`config.mk`:
```
export PLATFORM = sky130hd
export DESIGN_NAME = hrmi_regs
export DESIGN_NICKNAME = d
export VERILOG_FILES = /design/src/include/hrmi_pkg.sv /design/src/logic/hrmi_regs.sv
export VERILOG_INCLUDE_DIRS = /design/src /design/src/include
export SDC_FILE = /design/constraint.sdc
export NUM_CORES = 1
export LEC_CHECK = 0
export ABC_AREA = 1
export BUFFER_PORTS_ARGS = -buffer_cell sky130_fd_sc_hd__buf_2
export CORE_ASPECT_RATIO = 1.2
export CORE_MARGIN = 2
export CORE_UTILIZATION = 59
export CTS_BUF_LIST = sky130_fd_sc_hd__clkbuf_4 sky130_fd_sc_hd__clkbuf_8
export DETAILED_ROUTE_END_ITERATION = 10
export PLACE_DENSITY = 0.88
export SYNTH_ARGS = -nofsm -noshare
export SYNTH_HDL_FRONTEND = slang
export SYNTH_SLANG_ARGS = --single-unit
```
`constraint.sdc`:
```
create_clock -name pclk -period 2.89 [get_ports pclk]
set_input_delay 0.578 -clock pclk [delete_from_list [all_inputs] [get_ports pclk]]
set_output_delay 0.578 -clock pclk [all_outputs]
set_load 0.005 [all_outputs]
```
`src/include/hrmi_defs.svh`:
```
// register offsets, field positions and reset values of the host register window
`ifndef HRMI_DEFS_SVH
`define HRMI_DEFS_SVH
`define HRMI_OFF_IRQ 4'h0
`define HRMI_OFF_MODE 4'h1
`define HRMI_OFF_MON 4'h2
`define HRMI_OFF_DLINE 4'h3
`define HRMI_OFF_XF2 4'h4
`define HRMI_OFF_TEST 4'h5
`define HRMI_OFF_B1LINE 4'h6
`define HRMI_OFF_B2LINE 4'h7
`define HRMI_OFF_B1BUS 4'h8
`define HRMI_OFF_B2BUS 4'h9
`define HRMI_OFF_MONST 4'hA
`define HRMI_OFF_DBUS 4'hB
`define HRMI_OFF_CILINE 4'hC
`define HRMI_OFF_CIBUS 4'hD
`define HRMI_OFF_XF 4'hE
`define HRMI_OFF_SWITCH 4'hF
`define HRMI_OFF_LINK 4'h5
`define HRMI_BIT_D 7
`define HRMI_BIT_CIB 6
`define HRMI_BIT_CIL 5
`define HRMI_BIT_SF 4
`define HRMI_BIT_MRX 3
`define HRMI_BIT_B1 2
`define HRMI_BIT_B2 1
`define HRMI_BIT_MTX 0
`define HRMI_MS_RXF 7
`define HRMI_MS_END 6
`define HRMI_MS_ACK 5
`define HRMI_MS_ABT 4
`define HRMI_MS_ACT 3
`define HRMI_MC_RE 7
`define HRMI_MC_HC 6
`define HRMI_MC_TE 5
`define HRMI_MC_TC 4
`define HRMI_RST_MASK 8'hFF
`define HRMI_RST_MODE 8'h04
`define HRMI_RST_XF2 8'h08
`define HRMI_RST_ZERO 8'h00
`endif

```
`src/include/hrmi_pkg.sv`:
```
// types of the host register window
package hrmi_pkg;
   typedef enum logic [1:0] {
      HRMI_IDLE = 2'b00,
      HRMI_FIRST = 2'b01,
      HRMI_MORE = 2'b10
   } hrmi_rx_e;
   typedef struct packed {
      logic [7:0] irq;
      logic [7:0] mask;
      logic [7:0] mode;
      logic [7:0] xf;
      logic [7:0] xf2;
      logic [7:0] sw;
      logic [7:0] mon_rx;
      logic [7:0] mon_tx;
      logic [7:0] mon_st;
      logic [7:0] mon_ctl;
      logic [7:0] dline_rx;
      logic [7:0] dbus_rx;
      logic [7:0] dline_tx;
      logic [7:0] dbus_tx;
      logic [7:0] b1l_rx;
      logic [7:0] b2l_rx;
      logic [7:0] b1b_rx;
      logic [7:0] b2b_rx;
      logic [7:0] b1l_tx;
      logic [7:0] b2l_tx;
      logic [7:0] b1b_tx;
      logic [7:0] b2b_tx;
      logic [7:0] cil_rx;
      logic [7:0] cib_rx;
      logic [7:0] cil_tx;
      logic [7:0] cib_tx;
      logic [5:0] rd_pend;
      logic mx_prev;
      logic mr_out;
      logic st_active;
      logic st_req;
      logic irq_n;
      logic [31:0] prdata;
      logic pready;
      logic pslverr;
      hrmi_rx_e rx_state;
   } hrmi_state_s;
endpackage

```
`src/logic/hrmi_regs.sv`:
```
// host register window, interrupt flags and monitor-channel interrupt logic
//
// The APB register port was chosen for this implementation.
`timescale 1ns/100ps
`default_nettype none
`include "hrmi_defs.svh"
//
// Notes on behaviour
// - line-only flag low deactivates S/T only
// - line-only flag high requests S/T activation
// - registers reachable only in microprocessor mode
// - sixteen addresses, read and write differ
// - eight status flags, D down to monitor-transmit
// - D flag clears after both D reads
// - B flag clears after both reads
// - C/I flags clear on their reads
// - superframe flag set by marker, cleared by status read
// - rising unmasked flag pulls interrupt low
// - masked flags still set, excluded from pin
// - receive flag on data-received or end status
// - transmit flag on acknowledge or abort status
// - monitor statuses except active gated by enables
// - receive enable off blocks data-received
// - no handshake control: first byte only
// - handshake control: every byte stored, flagged
// - handshake control drives receive handshake bit
module hrmi_regs
(
   input wire logic pclk,                 // register bus clock, 100 MHz
   input wire logic presetn,              // asynchronous reset, active low
   input wire logic clk_en,               // freezes all state while low
   input wire logic psel,                 // apb select
   input wire logic penable,              // apb access phase
   input wire logic pwrite,               // apb direction
   input wire logic [5:0] paddr,          // apb byte address
   input wire logic [31:0] pwdata,        // apb write data
   output logic [31:0] prdata,            // apb read data
   output logic pready,                   // apb ready
   output logic pslverr,                  // apb error
   input wire logic up_mode,              // microprocessor mode strap, pin
   input wire logic line_only_active,     // line-only-active indication, pin
   input wire logic superframe_mark,      // superframe marker, pin
   input wire logic dline_valid,          // d byte from line ready, same clock
   input wire logic [7:0] dline_data,     // d byte from line
   input wire logic dbus_valid,           // d byte from terminal bus ready
   input wire logic [7:0] dbus_data,      // d byte from terminal bus
   input wire logic b1_valid,             // b1 bytes of both sides ready
   input wire logic [7:0] b1_line_data,   // b1 byte from line
   input wire logic [7:0] b1_bus_data,    // b1 byte from terminal bus
   input wire logic b2_valid,             // b2 bytes of both sides ready
   input wire logic [7:0] b2_line_data,   // b2 byte from line
   input wire logic [7:0] b2_bus_data,    // b2 byte from terminal bus
   input wire logic [7:0] ci_line_code,   // c/i code from line
   input wire logic [7:0] ci_bus_code,    // c/i code from terminal bus
   input wire logic mon_byte_valid,       // monitor byte slot, same clock
   input wire logic [7:0] mon_byte,       // monitor byte received
   input wire logic mon_tx_handshake_bit, // incoming transmit handshake bit
   input wire logic mon_eom,              // end of message seen
   input wire logic mon_ack,              // far end acknowledged our byte
   input wire logic mon_abort,            // far end aborted
   output logic irq_n,                    // interrupt pin, active low
   output logic mon_rx_handshake_bit,     // receive handshake bit driven out
   output logic st_active                 // s/t interface activation
);
   hrmi_pkg::hrmi_state_s s_reg;
   hrmi_pkg::hrmi_state_s s_next;
   // ****************************************
   // pin synchronisers
   // ****************************************
   logic [2:0] sync1_reg;
   logic [2:0] sync2_reg;
   always_ff @(posedge pclk or negedge presetn)
   begin
      if (!presetn)
      begin
         sync1_reg <= 3'h0;
         sync2_reg <= 3'h0;
      end
      else if (clk_en)
      begin
         sync1_reg <= {up_mode, line_only_active, superframe_mark};
         sync2_reg <= sync1_reg;
      end
   end
   logic sf_prev_reg;
   always_ff @(posedge pclk or negedge presetn)
   begin
      if (!presetn)
         sf_prev_reg <= 1'b0;
      else if (clk_en)
         sf_prev_reg <= sync2_reg[0];
   end
   // ****************************************
   // next state
   // ****************************************
   logic [3:0] idx;
   logic acc;
   logic rd;
   logic wr;
   logic [7:0] wd;
   logic [7:0] rdat;
   logic [7:0] set_irq;
   logic [7:0] clr_irq;
   logic [7:0] new_irq;
   logic mx_fall;
   logic rx_flag;
   always_comb
   begin
      s_next = s_reg;
      idx = paddr[5:2];
      acc = psel && penable && s_reg.pready && !s_reg.pslverr;
      rd = acc && !pwrite;
      wr = acc && pwrite;
      wd = pwdata[7:0];
      set_irq = 8'h00;
      clr_irq = 8'h00;
      rdat = 8'h00;
      rx_flag = 1'b0;
      mx_fall = s_reg.mx_prev && !mon_tx_handshake_bit && mon_byte_valid;
      s_next.pready = psel && !s_reg.pready;
      s_next.pslverr = 1'b0;
      // incoming data
      if (dline_valid)
         s_next.dline_rx = dline_data;
      if (dbus_valid)
         s_next.dbus_rx = dbus_data;
      if (dline_valid || dbus_valid)
      begin
         set_irq[`HRMI_BIT_D] = 1'b1;
         s_next.rd_pend[5:4] = 2'b11;
      end
      if (b1_valid)
      begin
         s_next.b1l_rx = b1_line_data;
         s_next.b1b_rx = b1_bus_data;
         set_irq[`HRMI_BIT_B1] = 1'b1;
      end
      if (b2_valid)
      begin
         s_next.b2l_rx = b2_line_data;
         s_next.b2b_rx = b2_bus_data;
         set_irq[`HRMI_BIT_B2] = 1'b1;
      end
      if (b1_valid)
         s_next.rd_pend[3:2] = 2'b11;
      if (b2_valid)
         s_next.rd_pend[1:0] = 2'b11;
      if (ci_line_code != s_reg.cil_rx)
      begin
         s_next.cil_rx = ci_line_code;
         set_irq[`HRMI_BIT_CIL] = 1'b1;
      end
      if (ci_bus_code != s_reg.cib_rx)
      begin
         s_next.cib_rx = ci_bus_code;
         set_irq[`HRMI_BIT_CIB] = 1'b1;
      end
      if (sync2_reg[0] && !sf_prev_reg)
         set_irq[`HRMI_BIT_SF] = 1'b1;
      // monitor receive path
      if (mon_byte_valid)
         s_next.mx_prev = mon_tx_handshake_bit;
      if (mx_fall)
      begin
         case (s_reg.rx_state)
            hrmi_pkg::HRMI_IDLE:
            begin
               s_next.rx_state = hrmi_pkg::HRMI_FIRST;
               if (s_reg.mon_ctl[`HRMI_MC_RE])
               begin
                  s_next.mon_rx = mon_byte;
                  rx_flag = 1'b1;
               end
            end
            hrmi_pkg::HRMI_FIRST, hrmi_pkg::HRMI_MORE:
            begin
               s_next.rx_state = hrmi_pkg::HRMI_MORE;
               if (s_reg.mon_ctl[`HRMI_MC_RE] && s_reg.mon_ctl[`HRMI_MC_HC])
               begin
                  s_next.mon_rx = mon_byte;
                  rx_flag = 1'b1;
               end
            end
            default:
               s_next.rx_state = hrmi_pkg::HRMI_IDLE;
         endcase
         if (s_reg.mon_ctl[`HRMI_MC_HC])
            s_next.mr_out = 1'b0;
      end
      if (mon_eom)
         s_next.rx_state = hrmi_pkg::HRMI_IDLE;
      if (rx_flag)
         s_next.mon_st[`HRMI_MS_RXF] = 1'b1;
      if (mon_eom && s_reg.mon_ctl[`HRMI_MC_RE] && s_reg.mon_ctl[`HRMI_MC_HC])
         s_next.mon_st[`HRMI_MS_END] = 1'b1;
      if (mon_ack && s_reg.mon_ctl[`HRMI_MC_TE])
         s_next.mon_st[`HRMI_MS_ACK] = 1'b1;
      if (mon_abort && s_reg.mon_ctl[`HRMI_MC_TE])
         s_next.mon_st[`HRMI_MS_ABT] = 1'b1;
      s_next.mon_st[`HRMI_MS_ACT] = s_reg.rx_state != hrmi_pkg::HRMI_IDLE;
      if (rx_flag || (mon_eom && s_reg.mon_ctl[`HRMI_MC_RE] && s_reg.mon_ctl[`HRMI_MC_HC]))
         set_irq[`HRMI_BIT_MRX] = 1'b1;
      if ((mon_ack || mon_abort) && s_reg.mon_ctl[`HRMI_MC_TE])
         set_irq[`HRMI_BIT_MTX] = 1'b1;
      // line-only indication steers the s/t side
      s_next.st_active = sync2_reg[1];
      s_next.st_req = sync2_reg[1] && !s_reg.st_active;
      // bus reads: read side of each address
      case (idx)
         `HRMI_OFF_IRQ: rdat = s_reg.irq;
         `HRMI_OFF_MON: rdat = s_reg.mon_rx;
         `HRMI_OFF_DLINE: rdat = s_reg.dline_rx;
         `HRMI_OFF_B1LINE: rdat = s_reg.b1l_rx;
         `HRMI_OFF_B2LINE: rdat = s_reg.b2l_rx;
         `HRMI_OFF_B1BUS: rdat = s_reg.b1b_rx;
         `HRMI_OFF_B2BUS: rdat = s_reg.b2b_rx;
         `HRMI_OFF_MONST: rdat = s_reg.mon_st;
         `HRMI_OFF_DBUS: rdat = s_reg.dbus_rx;
         `HRMI_OFF_CILINE: rdat = s_reg.cil_rx;
         `HRMI_OFF_CIBUS: rdat = s_reg.cib_rx;
         default: rdat = 8'h00;
      endcase
      // refusal and read data are decided in setup so that they stand with pready
      if (psel && !s_reg.pready && !sync2_reg[2])
         s_next.pslverr = 1'b1;
      if (psel && !s_reg.pready && idx == `HRMI_OFF_TEST)
         s_next.pslverr = 1'b1;
      if (psel && !s_reg.pready && !pwrite && sync2_reg[2])
         s_next.prdata = {24'h000000, rdat};
      if (rd && s_reg.pready)
      begin
         case (idx)
            `HRMI_OFF_IRQ: clr_irq[`HRMI_BIT_SF] = 1'b1;
            `HRMI_OFF_DLINE: s_next.rd_pend[5] = 1'b0;
            `HRMI_OFF_DBUS: s_next.rd_pend[4] = 1'b0;
            `HRMI_OFF_B1LINE: s_next.rd_pend[3] = 1'b0;
            `HRMI_OFF_B1BUS: s_next.rd_pend[2] = 1'b0;
            `HRMI_OFF_B2LINE: s_next.rd_pend[1] = 1'b0;
            `HRMI_OFF_B2BUS: s_next.rd_pend[0] = 1'b0;
            `HRMI_OFF_CILINE: clr_irq[`HRMI_BIT_CIL] = 1'b1;
            `HRMI_OFF_CIBUS: clr_irq[`HRMI_BIT_CIB] = 1'b1;
            `HRMI_OFF_MONST:
            begin
               clr_irq[`HRMI_BIT_MRX] = 1'b1;
               clr_irq[`HRMI_BIT_MTX] = 1'b1;
               s_next.mon_st[7:4] = 4'h0;
            end
            default: clr_irq = 8'h00;
         endcase
         // one bit per register, so reading the same half twice never clears
         if ((idx == `HRMI_OFF_DLINE && !s_reg.rd_pend[4]) ||
             (idx == `HRMI_OFF_DBUS && !s_reg.rd_pend[5]))
            clr_irq[`HRMI_BIT_D] = 1'b1;
         if ((idx == `HRMI_OFF_B1LINE && !s_reg.rd_pend[2]) ||
             (idx == `HRMI_OFF_B1BUS && !s_reg.rd_pend[3]))
            clr_irq[`HRMI_BIT_B1] = 1'b1;
         if ((idx == `HRMI_OFF_B2LINE && !s_reg.rd_pend[0]) ||
             (idx == `HRMI_OFF_B2BUS && !s_reg.rd_pend[1]))
            clr_irq[`HRMI_BIT_B2] = 1'b1;
      end
      // bus writes: write side of each address
      if (wr && s_reg.pready && idx != `HRMI_OFF_TEST)
      begin
         case (idx)
            `HRMI_OFF_IRQ: s_next.mask = wd;
            `HRMI_OFF_MODE: s_next.mode = wd;
            `HRMI_OFF_MON: s_next.mon_tx = wd;
            `HRMI_OFF_DLINE: s_next.dline_tx = wd;
            `HRMI_OFF_XF2: s_next.xf2 = wd;
            `HRMI_OFF_B1LINE: s_next.b1l_tx = wd;
            `HRMI_OFF_B2LINE: s_next.b2l_tx = wd;
            `HRMI_OFF_B1BUS: s_next.b1b_tx = wd;
            `HRMI_OFF_B2BUS: s_next.b2b_tx = wd;
            `HRMI_OFF_MONST:
            begin
               s_next.mon_ctl = wd;
               if (wd[`HRMI_MC_HC])
                  s_next.mr_out = 1'b1;
            end
            `HRMI_OFF_DBUS: s_next.dbus_tx = wd;
            `HRMI_OFF_CILINE: s_next.cil_tx = wd;
            `HRMI_OFF_CIBUS: s_next.cib_tx = wd;
            `HRMI_OFF_XF: s_next.xf = wd;
            `HRMI_OFF_SWITCH: s_next.sw = wd;
            default: s_next.sw = s_reg.sw;
         endcase
      end
      if (!s_reg.mon_ctl[`HRMI_MC_HC])
         s_next.mr_out = 1'b1;
      // set wins over clear
      new_irq = (s_reg.irq & ~clr_irq) | set_irq;
      s_next.irq = new_irq;
      // the pin stays low while any unmasked flag stands
      s_next.irq_n = ~|(new_irq & ~s_reg.mask);
   end
   always_ff @(posedge pclk or negedge presetn)
   begin
      if (!presetn)
      begin
         s_reg <= '0;
         s_reg.mask <= `HRMI_RST_MASK;
         s_reg.mode <= `HRMI_RST_MODE;
         s_reg.xf2 <= `HRMI_RST_XF2;
         s_reg.irq_n <= 1'b1;
         s_reg.mr_out <= 1'b1;
         s_reg.mx_prev <= 1'b1;
         s_reg.rx_state <= hrmi_pkg::HRMI_IDLE;
      end
      else if (clk_en)
         s_reg <= s_next;
   end
   assign prdata = s_reg.prdata;
   assign pready = s_reg.pready;
   assign pslverr = s_reg.pslverr;
   assign irq_n = s_reg.irq_n;
   assign mon_rx_handshake_bit = s_reg.mr_out;
   assign st_active = s_reg.st_active;
   // ****************************************
   // checks
   // ****************************************
   irq_pin_low_a: assert property (@(posedge pclk) disable iff (!presetn)
      clk_en && |(set_irq & ~s_reg.mask) |=> !irq_n)
      else $error("unmasked flag did not pull pin low");
   irq_pin_rel_a: assert property (@(posedge pclk) disable iff (!presetn)
      clk_en && !(|(s_reg.irq & ~s_reg.mask)) && set_irq == 8'h00 |=> irq_n)
      else $error("pin not released");
   sf_clear_a: assert property (@(posedge pclk) disable iff (!presetn)
      clk_en && rd && s_reg.pready && idx == `HRMI_OFF_IRQ && !set_irq[`HRMI_BIT_SF]
      |=> !s_reg.irq[`HRMI_BIT_SF])
      else $error("superframe flag not cleared");
   cil_clear_a: assert property (@(posedge pclk) disable iff (!presetn)
      clk_en && rd && s_reg.pready && idx == `HRMI_OFF_CILINE && !set_irq[`HRMI_BIT_CIL]
      |=> !s_reg.irq[`HRMI_BIT_CIL])
      else $error("line c/i flag not cleared");
   rx_gate_a: assert property (@(posedge pclk) disable iff (!presetn)
      clk_en && !s_reg.mon_ctl[`HRMI_MC_RE] && !mon_eom && !(rd && idx == `HRMI_OFF_MONST)
      |=> $stable(s_reg.mon_st[`HRMI_MS_RXF]) || !$past(s_reg.mon_st[`HRMI_MS_RXF], 1) == 0)
      else $error("receive status set while disabled");
   st_follow_a: assert property (@(posedge pclk) disable iff (!presetn)
      clk_en ##1 clk_en |-> st_active == $past(sync2_reg[1], 1))
      else $error("s/t activation does not follow indication");
   mode_gate_a: assert property (@(posedge pclk) disable iff (!presetn)
      clk_en && psel && !penable && !s_reg.pready && !sync2_reg[2] |=> pslverr && pready)
      else $error("access outside microprocessor mode not refused");
   mtx_set_a: assert property (@(posedge pclk) disable iff (!presetn)
      clk_en && mon_ack && s_reg.mon_ctl[`HRMI_MC_TE] |=> s_reg.irq[`HRMI_BIT_MTX])
      else $error("transmit flag missing");
endmodule
`default_nettype wire

```
==> After elaboration in Yosys (flattened, before gate mapping) <==
Cells that the tools add are included.
{ "classes": {"addsub": 0, "mul": 0, "n_div": 0, "magnitude_cmp": 0, "n_eq_ne": 18, "shift": 0, "n_mux": 50, "bitwise": 5, "n_reduce_logical": 66} }
{ "ops": {"columns": ["cell", "n"], "rows": [
  ["8-bit case mux with 11 select lines", 1],
  ["1-bit two-way mux", 35],
  ["1-bit logical AND", 28],
  ["4-bit equality test (second input constant)", 6],
  ["8-bit two-way mux", 3],
  ["2-bit AND reduction", 9],
  ["8-bit AND", 2],
  ["8-bit != test", 2],
  ["8-bit inverter", 2],
  ["8-bit case mux with 2 select lines", 1],
  ["1-bit logical NOT", 13],
  ["4-bit by 3-bit equality test with 1-bit output (second input constant)", 3],
  ["2-bit two-way mux", 5],
  ["4-bit by 2-bit equality test with 1-bit output (second input constant)", 2],
  ["4-bit two-way mux", 2],
  ["8-bit bitwise OR", 1],
  ["8-bit OR reduction", 1],
  ["1-bit logical OR", 6],
  ["6-bit two-way mux", 1],
  ["3-bit AND reduction", 2],
  ["2-bit nonzero test", 3],
  ["5-bit AND reduction", 1],
  ["4-bit logical NOT", 1],
  ["2-bit != test (second input constant)", 2],
  ["7 further kinds", 7]
]} }
{ "totals": {"reg_bits": 130, "latch_bits": 0, "ram_bits": 0, "romBits": 0, "inputBits": 128, "mem_count": 0} }

==> Logic depth before layout (Yosys ltp) <==
{ "depth": {"ltp_word": 12, "ltp_mapped": 13} }

==> Worst setup path before layout <==
OpenSTA, ideal clock, no wires.
{ "synth_timing": {"kind": "input-to-reg", "start": "input port clk_en", "end": "register s_reg[204] (netlist name)", "setup_ns": 0.125, "arrival_ns": 1.600, "t_required_ns": 2.765, "slack_ns": 1.165, "stages": 8, "cell_sequence": "buf_4 -> nand2_1 -> nor2_1 -> nand2_1 -> inv_1 -> o211ai_2 -> buf_2 -> mux2_2"} }
{ "synth_via": {"elab_chain_len": 1} }
{ "synth_rtl": {"columns": ["item", "line_no", "rtl"], "rows": [
  ["from (decl)", "hrmi_regs.sv:31", "input wire logic clk_en,"],
  ["5-bit AND reduction (no line)", null, null],
  ["to (signal assigned)", "hrmi_regs.sv:310", "s_reg <= s_next;"],
  ["to (decl)", "hrmi_regs.sv:65", "hrmi_pkg::hrmi_state_s s_reg;"]
]} }
Every way passes these cells.
A chain may end at the register's enable or synchronous reset.

==> Worst setup path in the final report <==
{ "layout_timing": {"start": "register s_reg, in the netlist pslverr", "end": "register s_reg[180] (netlist name)"} }
{ "layout_via": {"elab_chain_len": 6} }
{ "layout_rtl": {"columns": ["item", "line_no", "rtl"], "rows": [
  ["1-bit logical NOT", "hrmi_regs.sv:111", "acc = psel && penable && s_reg.pready && !s_reg.pslverr;"],
  ["1-bit logical AND", "hrmi_regs.sv:111", null],
  ["1-bit logical AND", "hrmi_regs.sv:113", "wr = acc && pwrite;"],
  ["1-bit logical AND", "hrmi_regs.sv:262", "if (wr && s_reg.pready && idx != `HRMI_OFF_TEST)"],
  ["1-bit logical AND (no line)", null, null],
  ["3-bit AND reduction (no line)", null, null]
]} }
Every way passes these cells.

==> flow_metrics.py <==
metrics = {
    "die": {
        "die_area_um2": 11300,
        "start_util": 0.611,
        "rows": 40,
        "io_pins": 165,
        "dieHeight_um": 116,
        "core-area_um2": 10100,
        "die_w_um": 97.4,
    },
    "sta": {
        "finalCritPeriodShare": 0.614,
        "finalMaxSlewViolations": 0,
        "setup_violations": 0,
        "finalCriticalPeriod_ns": 1.78,
        "timing.max_slew.rel_slack": 0.619,
        "fin_tns_setup_ns": 0,
        "worst_pin_slew_ns": 0.570,
        "rsz0062_at_grt": "false",
        "skew_ns": 0.00854,
        "hold_viol": 0,
        "fmax_mhz": 563,
    },
    "logic_synthesis": {
        "netlist.area_leader.share": 0.462,
        "async_reset_ff_frac": 1.00,
        "yosysSeqAreaShare": 0.509,
        "syn-cell-area_um2": 6170,
        "synth.most_common_cell": "nand2_1",
        "synth_area_leaders": "dfrtp_1 (46%), nand2_1 (13%), inv_1 (7.3%), dfstp_2 (4.7%), nor2_1 (4.3%)",
        "synth_cell_types": 29,
        "synth_seq_cells": 125,
        "synth_ff_type": "dfrtp_1",
        "synthTopCellsByCount": "nand2_1 (207), inv_1 (120), dfrtp_1 (114), nor2_1 (70), a21oi_1 (50)",
        "syn-mean-instance-area_um2": 8.00,
        "synth_top_area_cell": "dfrtp_1",
        "netlist_instances": 772,
        "synth_warnings": 0,
        "synth_edf_count": 0,
    },
    "placement": {
        "dp_hpwl_um": 11400,
        "portBuffers": 114,
        "gp_congestion": 0.945,
    },
    "grt": {
        "grt_max_degree": 49,
        "grt_pass1_vias": 5233,
        "grtUsageMet1": 0.360,
        "grt_use_total": 0.286,
        "grtUsageMet3": 0.0724,
        "grt_pass1_wl_um": 24900,
        "busiest_layer": "met2",
        "use_met2": 0.468,
        "grt_overflow_total": 0,
        "antenna_found_initial": 0,
    },
    "critical_path": {
        "worstPathArrival_ns": 2.11,
        "crit_end": "s_reg[180]",
        "end_kind": "flip-flop",
        "worstPathMaxFanout": 4,
        "reg2reg_from": "pslverr",
        "crit_path_start_kind": "flip-flop",
        "rr_endpoint": "s_reg[180]",
        "crit_type": "flip-flop to flip-flop",
        "r2r_slack_ns": 1.11,
        "crit_path_start": "pslverr",
        "worst_r2r_path_depth": 8,
        "cp.required_ns": 3.22,
    },
    "cells_and_area": {
        "final_nets": 1016,
        "multi_input_area_um2": 2340,
        "seq_area_um2": 3140,
        "n_antenna_cell": 0,
        "largest_reg_flops": 105,
        "syn_to_final_growth_pct": 17.0,
        "utilization": 0.714,
        "drive_gt1_frac": 0.200,
        "nFillCells": 787,
    },
    "routing": {
        "viasPerCell": 5.37,
        "drcViolationCount": 0,
        "vias": 5505,
        "routed_wl_um": 15800,
        "ant_nets": 0,
        "first_iter_violations": 474,
        "wl_per_cell_um": 15.4,
        "first_pass_iters": 5,
    },
    "run": {
        "cap_violations": 0,
    },
    "clock_network": {
        "cts_num_sinks": 125,
        "clock_latency_ns": 0.45,
        "cts.repair.resized": 0,
        "h-tree-depth": 4,
        "max-clock-path-buffers": 2,
        "cts_tree": "done",
        "post_cts_buffers": 0,
        "path_clk_slew_ns": 0.07,
        "numCtsBuffers": 17,
        "ctsRootBufferMaster": "clkbuf_8",
        "postCtsHoldBufs": 0,
    },
    "min_path": {
        "hold_class": "primary input to async pin",
    },
    "pwr": {
        "peakVddDrop_mv": 0.622,
        "p_leak_nw": 3.95,
        "pwr_density_cell_nw_per_um2": 623,
    },
    "run_status": {
        "outcome": "finished, final reports clean",
    },
}
## per-stage QoR
step	area, um^2	power, W	setup slack, ns	instances	hold WS (ns)
finish	7220	0.00450	1.11	1025	0.114
global route	7220	0.00468	0.939	1025	0.147
CTS	7220	0.00449	1.15	1025	0.131
detailed placement	6750	0.00271	0.713	993	0.464
global placement	6750	0.00268	0.712	993	0.450
floorplan	6260	0.00250	1.17	795	0.282
## worst max-delay path, cell delays in order (launching register included)
cell and delay (ns):
dfrtp_1 0.37, inv_1 0.07, nand2_1 0.05, nor2_1 0.28
o211ai_1 0.19, nor3_1 0.37, inv_1 0.16, nand2_1 0.09
o21ai_0 0.07
## layer usage
metal,wire length (um),vias to the layer above
met3,1260,60
met4,633,0
li1,-,2614
met2,7500,270
met5,0,-
met1,6370,2561
## placed cells by master (no fill, tap or decap), types with 3 or more instances in the layout
cell / netlist / layout
nand2_1: 207 / 207
inv_1: 120 / 120
dfrtp_1: 114 / 114
buf_2: 4 / 113
nor2_1: 70 / 70
a21oi_1: 50 / 50
o21ai_0: 47 / 47
o22ai_1: 26 / 26
nand3_1: 25 / 25
conb_1: 1 / 24
clkbuf_8: 0 / 19
mux2_2: 12 / 12
dfstp_2: 11 / 11
nand4_1: 8 / 8
xnor2_1: 6 / 6
a32oi_1: 6 / 6
buf_4: 34 / 6
bufinv_16: 0 / 5
nor3_1: 4 / 4
o211ai_1: 3 / 3
clkinv_1: 3 / 3
clkinv_4: 0 / 3
clkbuf_4: 0 / 3
## kinds of logic after synthesis
kind of cell / Yosys count / share of synthesized area
simple gates: 317 / 0.206
buf+inv: 172 / 0.126
compound gates: 137 / 0.124
flops: 125 / 0.509
mux: 12 / 0.0219
xor+xnor: 6 / 0.00851
fa+ha+maj: 2 / 0.00405
other cells: 1 / 0.000607
## cell type report
| class | instances | area share |
|---|---|---|
| Clock inverter | 10 | 0.0258 |
| Inverter | 123 | 0.0639 |
| Timing Repair Buffer | 121 | 0.0901 |
| Multi-Input combinational cell | 498 | 0.324 |
| Clock buffer | 22 | 0.0393 |
| Tap cell | 126 | 0.0218 |
| Sequential cell | 125 | 0.435 |
## power breakdown
group | leakage (nW) | switching (W) | internal (W)
clock network | 0.241 | 0.000693 | 0.00110
registers | 1.44 | 0.000112 | 0.00196
logic | 2.27 | 0.000379 | 0.000250
## how the worst min path moves through the flow
| stage | slack (ns) | to | startpoint |
|---|---|---|---|
| after global routing | 0.15 | s_reg[129] | presetn |
| final | 0.11 | s_reg[129] | presetn |
| after CTS | 0.13 | prdata[4] | presetn |
| after global placement | 0.45 | s_reg[239] | s_reg[239] |
| after detailed placement | 0.46 | s_reg[239] | s_reg[239] |
| after floorplan | 0.28 | prdata[0] | presetn |
(Power assumes the default switching activity.)
